==> config.mk <==
export PLATFORM = sky130hd
export DESIGN_NAME = adp_datapath
export DESIGN_NICKNAME = d
export VERILOG_FILES = /design/src/include/adp_pkg.sv /design/src/rtl/adp_datapath.sv
export SDC_FILE = /design/constraint.sdc
export NUM_CORES = 2
export LEC_CHECK = 0
export ABC_CLOCK_PERIOD_IN_PS = 44200
export CAP_MARGIN = 5
export CORE_ASPECT_RATIO = 1.1
export CORE_UTILIZATION = 40
export DETAILED_ROUTE_END_ITERATION = 10
export DONT_BUFFER_PORTS = 1
export MAX_ROUTING_LAYER = met4
export PLACE_DENSITY_LB_ADDON = 0.2
export SLEW_MARGIN = 20
export SYNTH_ARGS = -nofsm -noshare
export SYNTH_HDL_FRONTEND = slang
export SYNTH_SLANG_ARGS = --single-unit
==> constraint.sdc <==
create_clock -name clk_i -period 44.2 [get_ports clk_i]
set_input_delay 8.84 -clock clk_i [delete_from_list [all_inputs] [get_ports clk_i]]
set_output_delay 8.84 -clock clk_i [all_outputs]
set_load 0.005 [all_outputs]
==> src/include/adp_pkg.sv <==
// adp_pkg: register map, field positions, opcodes and states of the datapath.
// assumes a 32-bit AXI4-Lite master on the single core clock.
package adp_pkg;
    localparam int ADDR_W = 8;
    localparam int ACC_W = 40;
    localparam logic [ADDR_W-1:0] A_CTRL = 8'h00;
    localparam logic [ADDR_W-1:0] A_OPA = 8'h04;
    localparam logic [ADDR_W-1:0] A_OPB = 8'h08;
    localparam logic [ADDR_W-1:0] A_OPH = 8'h0C;
    localparam logic [ADDR_W-1:0] A_MEMOP = 8'h10;
    localparam logic [ADDR_W-1:0] A_CORE = 8'h14;
    localparam logic [ADDR_W-1:0] A_STAT = 8'h18;
    localparam logic [ADDR_W-1:0] A_WREG0 = 8'h1C;
    localparam logic [ADDR_W-1:0] A_WREG1 = 8'h20;
    localparam logic [ADDR_W-1:0] A_ACC_A_L = 8'h24;
    localparam logic [ADDR_W-1:0] A_ACC_A_H = 8'h28;
    localparam logic [ADDR_W-1:0] A_ACC_B_L = 8'h2C;
    localparam logic [ADDR_W-1:0] A_ACC_B_H = 8'h30;
    localparam logic [ADDR_W-1:0] A_MEMWB = 8'h34;
    // control word fields
    localparam int C_BYTE = 5;
    localparam int C_ACC_SEL = 6;
    localparam int C_WB = 7;
    localparam int C_SRC = 8;
    localparam int C_DST = 9;
    // status bits
    localparam int S_C = 0;
    localparam int S_Z = 1;
    localparam int S_N = 2;
    localparam int S_RANGE = 3;
    localparam int S_HALF = 4;
    localparam int S_BUSY = 8;
    // core control bits
    localparam int K_FRAC = 0;
    localparam int K_UNS = 1;
    localparam int K_ROUND = 2;
    localparam int K_CLAMP_A = 3;
    localparam int K_CLAMP_B = 4;
    localparam int K_CLAMP_M = 5;
    localparam int K_CLAMP_MODE = 6;
    localparam logic [6:0] CORE_RST = 7'h00;
    localparam logic [4:0] DIV_CYC = 5'h10;
    localparam logic [1:0] RESP_OK = 2'h0;
    localparam logic [1:0] RESP_ERR = 2'h2;
    localparam logic [39:0] MAX40 = 40'h7F_FFFF_FFFF;
    localparam logic [39:0] MIN40 = 40'h80_0000_0000;
    localparam logic [39:0] MAX32 = 40'h00_7FFF_FFFF;
    localparam logic [39:0] MIN32 = 40'hFF_8000_0000;
    localparam logic [15:0] ROUND_TIE = 16'h8000;
    localparam logic [15:0] MEM_MAX = 16'h7FFF;
    localparam logic [15:0] MEM_MIN = 16'h8000;
    typedef enum logic [4:0] {
        OP_ADD, OP_SUB, OP_AND, OP_IOR, OP_XOR, OP_SL, OP_LSR, OP_ASR,
        OP_MUL_SS, OP_MUL_UU, OP_MUL_SU, OP_MUL_UNS_SGN, OP_MUL_LS, OP_MUL_LU, OP_MUL_BB,
        OP_DIV_S32, OP_DIV_U32, OP_DIV_S16, OP_DIV_U16,
        OP_MULT_ACC, OP_MULT_SUB, OP_MULTIPLY, OP_SQ_DIFF, OP_SQ_DIFF_ACC,
        OP_ACC_ADD, OP_ACC_SUB, OP_ACC_NEG, OP_ACC_SHIFT, OP_ACC_CLR
    } adp_op_t;
    typedef enum logic {ST_IDLE, ST_DIV} adp_st_t;
endpackage

==> src/rtl/adp_datapath.sv <==
// adp_datapath: integer alu, multiplier, iterative divider and dsp engine.
// assumes operands are staged by the decoder over AXI4-Lite before a go.
//
// Design decisions made here: the address map and the AXI4-Lite slave port.
`timescale 1ns/1ps
// Summary of operation
// - sixteen-bit alu does add, subtract, shifts and logic in two's complement.
// - alu ops update zero and negative; add/subtract also carry, range and half-carry; shifts also carry.
// - subtraction carry and half carry report borrow and digit borrow.
// - byte or word width per instruction; flags follow chosen width.
// - operands from register or memory; result to register or memory.
// - integer multiply uses 17x17 multiplier with sign or zero extension.
// - signed, unsigned, mixed, literal and byte multiply modes.
// - signed and unsigned divide, 32- or 16-bit dividend, 16-bit divisor.
// - divide quotient goes to work_reg_zero, remainder to work_reg_one.
// - any divisor register; dividend pair with high word in odd register.
// - divider takes one cycle per divisor bit for both forms.
// - dsp engine has multiplier, barrel shifter, 40-bit adder, round, clamp.
// - dsp and integer operations never overlap; squared difference uses both.
// - accumulator add, subtract, negate use only the two accumulators.
// - core control selects fractional and unsigned dsp multiply.
// - rounding_style_sel picks conventional or convergent rounding.
// - separate clamp enables per accumulator and memory write; mode select.
// - mult_accumulate_op adds product, may write other accumulator out.
// - mult_subtract_op subtracts product, may write other accumulator out.
module adp_datapath (
    input wire logic clk_i,
    input wire logic rstn_i,
    input wire logic s_axi_awvalid_i,
    output logic s_axi_awready_o,
    input wire logic [adp_pkg::ADDR_W-1:0] s_axi_awaddr_i,
    input wire logic s_axi_wvalid_i,
    output logic s_axi_wready_o,
    input wire logic [31:0] s_axi_wdata_i,
    input wire logic [3:0] s_axi_wstrb_i,
    output logic s_axi_bvalid_o,
    input wire logic s_axi_bready_i,
    output logic [1:0] s_axi_bresp_o,
    input wire logic s_axi_arvalid_i,
    output logic s_axi_arready_o,
    input wire logic [adp_pkg::ADDR_W-1:0] s_axi_araddr_i,
    output logic s_axi_rvalid_o,
    input wire logic s_axi_rready_i,
    output logic [31:0] s_axi_rdata_o,
    output logic [1:0] s_axi_rresp_o
);
    import adp_pkg::*;

    logic aw_full_r, w_full_r, awready_r, wready_r, bvalid_r, arready_r, rvalid_r;
    logic [1:0] bresp_r, rresp_r;
    logic [ADDR_W-1:0] waddr_r;
    logic [31:0] wdata_r, rdata_r, rd_val;
    logic [3:0] wstrb_r;
    logic [9:0] ctrl_r;
    logic [15:0] opa_r, opb_r, oph_r, memop_r, wreg0_r, wreg1_r, memwb_r;
    logic [6:0] core_r;
    logic [4:0] flags_r, fl_nxt;
    logic [ACC_W-1:0] acc_a_r, acc_b_r;
    adp_st_t st_r;
    logic [4:0] cnt_r;
    logic [15:0] rem_r, dq_r, dvs_r;
    logic qneg_r, rneg_r;

    // bus handshake
    wire aw_ok = s_axi_awvalid_i & awready_r;
    wire w_ok = s_axi_wvalid_i & wready_r;
    wire wr_do = aw_full_r & w_full_r & ~bvalid_r;
    wire aw_full_nxt = (aw_full_r | aw_ok) & ~wr_do;
    wire w_full_nxt = (w_full_r | w_ok) & ~wr_do;
    wire ar_ok = s_axi_arvalid_i & arready_r;
    wire w_map = (waddr_r[1:0] == 2'h0) && (waddr_r <= A_MEMWB);
    wire r_map = (s_axi_araddr_i[1:0] == 2'h0) && (s_axi_araddr_i <= A_MEMWB);
    wire [31:0] bm = {{8{wstrb_r[3]}}, {8{wstrb_r[2]}}, {8{wstrb_r[1]}}, {8{wstrb_r[0]}}};
    wire [31:0] cw = wdata_r;
    wire busy = (st_r == ST_DIV);
    wire go = wr_do && (waddr_r == A_CTRL) && !busy;
    wire byt = cw[C_BYTE];
    wire tgt_b = cw[C_ACC_SEL];
    adp_op_t op;
    assign op = adp_op_t'(cw[4:0]);

    always_ff @(posedge clk_i) begin
        if (!rstn_i) begin
            aw_full_r <= 1'b0;
            w_full_r <= 1'b0;
            awready_r <= 1'b1;
            wready_r <= 1'b1;
            bvalid_r <= 1'b0;
            bresp_r <= RESP_OK;
        end else begin
            aw_full_r <= aw_full_nxt;
            w_full_r <= w_full_nxt;
            awready_r <= ~aw_full_nxt;
            wready_r <= ~w_full_nxt;
            if (wr_do) begin
                bvalid_r <= 1'b1;
                bresp_r <= w_map ? RESP_OK : RESP_ERR;
            end else if (bvalid_r && s_axi_bready_i) begin
                bvalid_r <= 1'b0;
            end
        end
    end

    always_ff @(posedge clk_i) begin
        if (aw_ok) begin
            waddr_r <= s_axi_awaddr_i;
        end
        if (w_ok) begin
            wdata_r <= s_axi_wdata_i;
            wstrb_r <= s_axi_wstrb_i;
        end
    end

    always_ff @(posedge clk_i) begin
        if (!rstn_i) begin
            arready_r <= 1'b1;
            rvalid_r <= 1'b0;
            rdata_r <= 32'h0;
            rresp_r <= RESP_OK;
        end else if (ar_ok) begin
            arready_r <= 1'b0;
            rvalid_r <= 1'b1;
            rdata_r <= rd_val;
            rresp_r <= r_map ? RESP_OK : RESP_ERR;
        end else if (rvalid_r && s_axi_rready_i) begin
            arready_r <= 1'b1;
            rvalid_r <= 1'b0;
        end
    end

    always_comb begin
        rd_val = 32'h0;
        unique case (s_axi_araddr_i)
            A_CTRL: rd_val = {22'h0, ctrl_r};
            A_OPA: rd_val = {16'h0, opa_r};
            A_OPB: rd_val = {16'h0, opb_r};
            A_OPH: rd_val = {16'h0, oph_r};
            A_MEMOP: rd_val = {16'h0, memop_r};
            A_CORE: rd_val = {25'h0, core_r};
            A_STAT: rd_val = {23'h0, busy, 3'h0, flags_r};
            A_WREG0: rd_val = {16'h0, wreg0_r};
            A_WREG1: rd_val = {16'h0, wreg1_r};
            A_ACC_A_L: rd_val = acc_a_r[31:0];
            A_ACC_A_H: rd_val = {24'h0, acc_a_r[39:32]};
            A_ACC_B_L: rd_val = acc_b_r[31:0];
            A_ACC_B_H: rd_val = {24'h0, acc_b_r[39:32]};
            A_MEMWB: rd_val = {16'h0, memwb_r};
            default: rd_val = 32'h0;
        endcase
    end

    // software-written operand and control registers
    always_ff @(posedge clk_i) begin
        if (!rstn_i) begin
            ctrl_r <= 10'h0;
            opa_r <= 16'h0;
            opb_r <= 16'h0;
            oph_r <= 16'h0;
            memop_r <= 16'h0;
            core_r <= CORE_RST;
        end else if (wr_do) begin
            unique case (waddr_r)
                A_CTRL: ctrl_r <= go ? cw[9:0] : ctrl_r;
                A_OPA: opa_r <= (opa_r & ~bm[15:0]) | (wdata_r[15:0] & bm[15:0]);
                A_OPB: opb_r <= (opb_r & ~bm[15:0]) | (wdata_r[15:0] & bm[15:0]);
                A_OPH: oph_r <= (oph_r & ~bm[15:0]) | (wdata_r[15:0] & bm[15:0]);
                A_MEMOP: memop_r <= (memop_r & ~bm[15:0]) | (wdata_r[15:0] & bm[15:0]);
                A_CORE: core_r <= (core_r & ~bm[6:0]) | (wdata_r[6:0] & bm[6:0]);
                default: ;
            endcase
        end
    end

    // integer alu
    wire [15:0] b_op = cw[C_SRC] ? memop_r : opb_r;
    wire is_add = (op == OP_ADD);
    wire is_sub = (op == OP_SUB);
    wire is_as = is_add | is_sub;
    wire is_lg = (op == OP_AND) | (op == OP_IOR) | (op == OP_XOR);
    wire is_sh = (op == OP_SL) | (op == OP_LSR) | (op == OP_ASR);
    wire is_alu = is_as | is_lg | is_sh;
    wire [15:0] bx = is_sub ? ~b_op : b_op;
    wire [16:0] sum = {1'b0, opa_r} + {1'b0, bx} + {16'h0, is_sub};
    wire [8:0] sum_b = {1'b0, opa_r[7:0]} + {1'b0, bx[7:0]} + {8'h0, is_sub};
    wire [4:0] nib = {1'b0, opa_r[3:0]} + {1'b0, bx[3:0]} + {4'h0, is_sub};
    logic [15:0] alu;
    logic c_sh;
    always_comb begin
        alu = 16'h0;
        c_sh = 1'b0;
        unique case (op)
            OP_ADD, OP_SUB: alu = sum[15:0];
            OP_AND: alu = opa_r & b_op;
            OP_IOR: alu = opa_r | b_op;
            OP_XOR: alu = opa_r ^ b_op;
            OP_SL: begin
                alu = {opa_r[14:0], 1'b0};
                c_sh = byt ? opa_r[7] : opa_r[15];
            end
            OP_LSR: begin
                alu = byt ? {9'h0, opa_r[7:1]} : {1'b0, opa_r[15:1]};
                c_sh = opa_r[0];
            end
            OP_ASR: begin
                alu = byt ? {8'h0, opa_r[7], opa_r[7:1]} : {opa_r[15], opa_r[15:1]};
                c_sh = opa_r[0];
            end
            default: ;
        endcase
    end
    wire [15:0] res_w = byt ? {opa_r[15:8], alu[7:0]} : alu;
    wire a_m = byt ? opa_r[7] : opa_r[15];
    wire b_m = byt ? bx[7] : bx[15];
    wire r_m = byt ? alu[7] : alu[15];
    // subtract adds the complement: carry set means no borrow
    wire cy = byt ? sum_b[8] : sum[16];
    wire hc = byt ? nib[4] : sum_b[8];
    always_comb begin
        fl_nxt = flags_r;
        fl_nxt[S_Z] = byt ? ~|alu[7:0] : ~|alu;
        fl_nxt[S_N] = r_m;
        if (is_as) begin
            fl_nxt[S_C] = cy;
            fl_nxt[S_HALF] = hc;
            fl_nxt[S_RANGE] = (a_m == b_m) && (r_m != a_m);
        end else if (is_sh) begin
            fl_nxt[S_C] = c_sh;
        end
    end

    // shared 17x17 multiplier
    wire is_mul = (op >= OP_MUL_SS) && (op <= OP_MUL_BB);
    wire is_sq = (op == OP_SQ_DIFF) | (op == OP_SQ_DIFF_ACC);
    wire [16:0] dif = {opa_r[15], opa_r} - {b_op[15], b_op};
    logic sa, sb;
    logic [15:0] ma16, mb16;
    always_comb begin
        sa = 1'b0;
        sb = 1'b0;
        ma16 = opa_r;
        mb16 = b_op;
        unique case (op)
            OP_MUL_SS: begin
                sa = 1'b1;
                sb = 1'b1;
            end
            OP_MUL_SU: sa = 1'b1;
            OP_MUL_UNS_SGN: sb = 1'b1;
            OP_MUL_LS: begin
                sa = 1'b1;
                mb16 = {11'h0, b_op[4:0]};
            end
            OP_MUL_LU: mb16 = {11'h0, b_op[4:0]};
            OP_MUL_BB: begin
                ma16 = {8'h0, opa_r[7:0]};
                mb16 = {8'h0, b_op[7:0]};
            end
            OP_MULT_ACC, OP_MULT_SUB, OP_MULTIPLY: begin
                sa = ~core_r[K_UNS];
                sb = ~core_r[K_UNS];
            end
            default: ;
        endcase
    end
    wire [16:0] m_a = is_sq ? dif : {sa & ma16[15], ma16};
    wire [16:0] m_b = is_sq ? dif : {sb & mb16[15], mb16};
    logic signed [33:0] prod;
    assign prod = $signed({{17{m_a[16]}}, m_a}) * $signed({{17{m_b[16]}}, m_b});
    wire [39:0] p40 = {{6{prod[33]}}, prod};
    wire [39:0] pf = core_r[K_FRAC] ? {p40[38:0], 1'b0} : p40;

    // dsp engine: 40-bit adder with clamp and rounding
    wire [ACC_W-1:0] acc_t = tgt_b ? acc_b_r : acc_a_r;
    wire [ACC_W-1:0] acc_o = tgt_b ? acc_a_r : acc_b_r;
    wire [5:0] sh = b_op[5:0];
    wire [5:0] shn = 6'h0 - sh;
    wire [39:0] shv = sh[5] ? (acc_t << shn) : 40'($signed(acc_t) >>> sh);
    wire is_dsp = (op >= OP_MULT_ACC) && (op <= OP_ACC_CLR);
    logic [39:0] da, db;
    logic dsub;
    always_comb begin
        da = 40'h0;
        db = 40'h0;
        dsub = 1'b0;
        unique case (op)
            OP_MULT_ACC, OP_SQ_DIFF_ACC: begin
                da = acc_t;
                db = pf;
            end
            OP_MULT_SUB: begin
                da = acc_t;
                db = pf;
                dsub = 1'b1;
            end
            OP_MULTIPLY, OP_SQ_DIFF: db = pf;
            OP_ACC_ADD: begin
                da = acc_t;
                db = acc_o;
            end
            OP_ACC_SUB: begin
                da = acc_t;
                db = acc_o;
                dsub = 1'b1;
            end
            OP_ACC_NEG: begin
                db = acc_t;
                dsub = 1'b1;
            end
            OP_ACC_SHIFT: da = shv;
            default: ;
        endcase
    end
    wire [40:0] dbx = dsub ? ~{db[39], db} : {db[39], db};
    wire [40:0] r41 = {da[39], da} + dbx + {40'h0, dsub};
    wire ovf40 = r41[40] ^ r41[39];
    wire big32 = ~(&r41[40:31] | ~|r41[40:31]);
    wire sat_en = tgt_b ? core_r[K_CLAMP_B] : core_r[K_CLAMP_A];
    wire [39:0] lim40 = r41[40] ? MIN40 : MAX40;
    wire [39:0] lim32 = r41[40] ? MIN32 : MAX32;
    wire [39:0] sat40 = ovf40 ? lim40 : r41[39:0];
    wire [39:0] sat32 = big32 ? lim32 : r41[39:0];
    wire [39:0] acc_nxt = !sat_en ? r41[39:0] : (core_r[K_CLAMP_MODE] ? sat40 : sat32);
    // write-back of the other accumulator, rounded to a word
    wire tie = (acc_o[15:0] == ROUND_TIE);
    wire rnd_up = core_r[K_ROUND] ? (acc_o[15] & (~tie | acc_o[16])) : acc_o[15];
    wire [23:0] r24 = acc_o[39:16] + {23'h0, rnd_up};
    wire m_big = ~(&r24[23:15] | ~|r24[23:15]);
    wire [15:0] m_lim = r24[23] ? MEM_MIN : MEM_MAX;
    wire [15:0] wbv = (core_r[K_CLAMP_M] && m_big) ? m_lim : r24[15:0];
    wire wb_ok = (op == OP_MULT_ACC) | (op == OP_MULT_SUB) | (op == OP_ACC_CLR);

    // divider
    wire is_div = (op >= OP_DIV_S32) && (op <= OP_DIV_U16);
    wire dsg = (op == OP_DIV_S32) | (op == OP_DIV_S16);
    wire d32 = (op == OP_DIV_S32) | (op == OP_DIV_U32);
    wire [31:0] dvd = d32 ? {oph_r, opa_r} : {{16{dsg & opa_r[15]}}, opa_r};
    wire neg_n = dsg & dvd[31];
    wire neg_d = dsg & b_op[15];
    wire [31:0] mag_n = neg_n ? 32'h0 - dvd : dvd;
    wire [15:0] mag_d = neg_d ? 16'h0 - b_op : b_op;
    wire [17:0] trial = {1'b0, rem_r, dq_r[15]} - {2'h0, dvs_r};
    wire ge = ~trial[17];
    wire [15:0] rem_nxt = ge ? trial[15:0] : {rem_r[14:0], dq_r[15]};
    wire [15:0] dq_nxt = {dq_r[14:0], ge};
    wire div_end = busy && (cnt_r == DIV_CYC - 5'h1);
    wire [15:0] qv = qneg_r ? 16'h0 - dq_nxt : dq_nxt;
    wire [15:0] rv = rneg_r ? 16'h0 - rem_nxt : rem_nxt;

    always_ff @(posedge clk_i) begin
        if (!rstn_i) begin
            st_r <= ST_IDLE;
            cnt_r <= 5'h0;
        end else if (go && is_div) begin
            st_r <= ST_DIV;
            cnt_r <= 5'h0;
        end else if (busy) begin
            st_r <= div_end ? ST_IDLE : ST_DIV;
            cnt_r <= cnt_r + 5'h1;
        end
    end

    always_ff @(posedge clk_i) begin
        if (go && is_div) begin
            rem_r <= mag_n[31:16];
            dq_r <= mag_n[15:0];
            dvs_r <= mag_d;
            qneg_r <= neg_n ^ neg_d;
            rneg_r <= neg_n;
        end else if (busy) begin
            rem_r <= rem_nxt;
            dq_r <= dq_nxt;
        end
    end

    // results, flags and accumulators
    always_ff @(posedge clk_i) begin
        if (!rstn_i) begin
            flags_r <= 5'h0;
            wreg0_r <= 16'h0;
            wreg1_r <= 16'h0;
            acc_a_r <= 40'h0;
            acc_b_r <= 40'h0;
            memwb_r <= 16'h0;
        end else begin
            if (go && is_alu) begin
                flags_r <= fl_nxt;
                if (cw[C_DST]) begin
                    memwb_r <= res_w;
                end else begin
                    wreg0_r <= res_w;
                end
            end
            if (go && is_mul) begin
                wreg0_r <= prod[15:0];
                wreg1_r <= prod[31:16];
            end
            if (go && is_dsp) begin
                if (tgt_b) begin
                    acc_b_r <= acc_nxt;
                end else begin
                    acc_a_r <= acc_nxt;
                end
                if (cw[C_WB] && wb_ok) begin
                    memwb_r <= wbv;
                end
            end
            if (div_end) begin
                wreg0_r <= qv;
                wreg1_r <= rv;
            end
        end
    end

    assign s_axi_awready_o = awready_r;
    assign s_axi_wready_o = wready_r;
    assign s_axi_bvalid_o = bvalid_r;
    assign s_axi_bresp_o = bresp_r;
    assign s_axi_arready_o = arready_r;
    assign s_axi_rvalid_o = rvalid_r;
    assign s_axi_rdata_o = rdata_r;
    assign s_axi_rresp_o = rresp_r;

    wire alu_w = go && is_alu && !cw[C_DST];
endmodule

==> run_results.csv <==
group,metric,value,unit
outcome,status,"finished, final reports clean",
sta,fin_crit_sh,40.94,%
sta,final-hold-violation-count,0,
synthesis,synth_area_leaders,"fa_1, dfxtp_1, ha_1",
detailed_routing,drt_iter0_drc,5239,
clocking,cts_hold_buffers,0,
worst_setup_path,critPathCaptureType,"flip-flop",
worst_setup_path,worstSetupStartpointType,"flip-flop",
clocking,clock_path_buffers,3,
sta,setup-tns-final,0,ps
detailed_routing,ant_nets,0,
synthesis,yosys.area.top_type_share,14.87,%
worst_setup_path,cp.required,44630,ps
grt,grt_max_degree,67,
clocking,clkLatencyLatePin,590,ps
pwr,switchingPower,0.1971,mW
grt,grt_usage,34.42,%
pwr,p_int,0.5317,mW
synthesis,synth-seq-area-share,18.59,%
synthesis,netlist_instances,5237,
pwr,p_comb_share,9.2,%
worst_setup_path,crit_type,"flip-flop to flip-flop",
detailed_routing,vias,40150,
grt,first_global_vias,37400,
clocking,cts-resized-gates,0,
grt,grt_pass1_wl,254900,um
clocking,clock_sinks,337,
pwr,clkPwrFrac,47.0,%
pwr,power.density,16.74,nW/um^2
synthesis,ys_warn_count,0,
sta,tightest_slew,1286,ps
synthesis,avgSynthCellArea,7.713,um^2
sta,maxSlewViolCount,0,
sta,post-route-min-period,18100,ps
synthesis,yosysTopAreaCell,"fa_1",
sta,setup_viol,0,
die,core_area,99470,um^2
sta,finalClockSkew,24.16,ps
die,ios,100,
detailed_routing,drc_errors,0,
synthesis,ys_ff_latch,337,
worst_setup_path,max_stage_delay,880,ps
worst_setup_path,cp_max_fo,39,
pwr,ir_worst_vdd,25.29,uV
synthesis,synth-edff-count,76,
grt,antenna_found_initial,11,
synthesis,synth_area,40390,um^2
place,gp_congestion,1.022,
sta,max_freq,55.26,MHz
detailed_routing,dr.pass1.iters,9,
clocking,path_clk_slew,60,ps
final_layout,syn2layout_area_growth,7.760,%
final_layout,drive_gt1_share,6.391,%
synthesis,synth_cell_types,100,
detailed_routing,routed_wl,174700,um
synthesis,ys_async_sr_fraction,0,%
worst_setup_path,cp_slowest_cell,"a31oi_4",
clocking,cts_tree,"built",
final_layout,fin_nets,5704,
synthesis,ys.flop_type,"dfxtp_1",
die,dieArea,102300,um^2
pwr,p_sw_share,27.04,%
place,dpl.hpwl,135000,um
sta,max-slew-margin-rel,13.67,%
synthesis,synth_common_cells,"nor2_1, nand2_1, a21oi_1",
worst_hold_path,hold_class,"flip-flop to flip-flop",
job,max_cap_violations,0,
clocking,htree_levels,2,
worst_setup_path,cp_data_arrival_time,18520,ps
place,portBuffers,0,
place,placed_cells,6369,
clocking,cts-buffers-inserted,38,
detailed_routing,post_drt_via_cell_ratio,6.225,
pwr,pwr-share-seq,43.8,%
detailed_routing,drt-wirelength-per-cell,27.09,um
clocking,clockRootBuffer,"clkbuf_16",
synthesis,synth_most_common_cell,"nor2_1",
worst_setup_path,cp_common_cell,"a21oi_1",
final_layout,layoutNonFillerInstCount,6450,
pwr,power_leakage,18.30,nW
die,fp.dieH,335.3,um
grt,gr-total-overflow,0,
final_layout,n_fill_cell,10120,
clocking,post_cts_buffers,0,
sta,rsz0062_at_grt,"no",
die,rows,121,
die,initial_core_util,40.61,%
die,die_w,305.0,um
through the flow:
stage	setup WS [ps]	area [um^2]	hold slack (ps)	total power, mW	utilization, %
after floorplan	30080	40400	435.9	0.3686	-
after global placement	26560	42150	442.1	0.3902	42.38
after detailed placement	26560	42150	449.3	0.3905	42.38
after CTS	26500	43470	457.8	0.7284	43.71
after global routing	25060	43520	475.1	0.7449	43.75
final	26100	43530	457.2	0.7288	43.76
logic make-up after synthesis:
group | count (synthesis) | synth area share (%)
mux | 225 | 5.678
other cells | 1 | 0.009284
flops | 337 | 18.59
compound gates | 1427 | 22.70
fa+ha+maj | 527 | 21.90
simple gates | 1723 | 18.77
xor+xnor | 238 | 5.179
buf+inv | 759 | 7.177
power groups by stage:
stage               Combinational (mW)  Clock, mW  Sequential [mW]
CTS                             0.0649      0.344            0.319
global placement                0.0644          0            0.326
finish                          0.0673      0.342            0.319
detailed placement              0.0647          0            0.326
floorplan                       0.0440          0            0.325
global route                    0.0704      0.355            0.319
layer usage:
layer | vias to the layer above | share of wire (%) | routed length, um | track usage (%)
met2 | 2190 | 42 | 74000 | 49.81
met1 | 19390 | 40 | 70610 | 44.48
met3 | 517 | 10 | 18220 | 7.132
met5 | - | 0 | 0 | -
li1 | 18050 | - | - | -
met4 | 0 | 6.8 | 11920 | 19.44
critical path, delay by kind of cell (launching register included):
family | cells | cell delay (ps)
xor+xnor | 3 | 1420
buf+inv | 7 | 1710
mux | 1 | 490
compound gates | 25 | 8040
fa+ha+maj | 10 | 4330
simple gates | 9 | 1510
flops | 1 | 320
area by class of cell:
cell class	instances	area, um^2	share of cell area (%)
antenna	11	27.53	0.06324
clock buffer	53	1161	2.668
timing repair buffer	162	1216	2.794
multi-input combinational	4142	30200	69.38
tap	1291	1615	3.711
sequential	337	7507	17.25
inverter	437	1643	3.774
clock inverter	17	158.9	0.3651
worst paths after layout:
kind | slack [ps] | cells after the start | start | end
max reg2reg | 26100 | 55 | cw[8]$_DFFE_PP_ | acc_b_r[20]$_SDFFE_PN0P_
min | 460 | 2 | ctrl_r[0]$_SDFFE_PN0P_ | ctrl_r[0]$_SDFFE_PN0P_
min reg2reg | 460 | 2 | ctrl_r[0]$_SDFFE_PN0P_ | ctrl_r[0]$_SDFFE_PN0P_
max | 26100 | 55 | cw[8]$_DFFE_PP_ | acc_b_r[20]$_SDFFE_PN0P_
layout by cell type (no fill, tap or decap), types with 85 or more instances in the layout:
cell	netlist	layout
ha_1	227	227
nor3_1	109	106
buf_4	3	162
dfxtp_1	261	261
a211oi_1	85	85
a21oi_1	433	432
inv_1	427	426
o21ai_0	287	283
nor2_1	677	674
fa_1	300	300
nand2_1	556	555
mux2i_1	194	189
xnor2_1	194	189
Power figures use the tool's default switching activity.
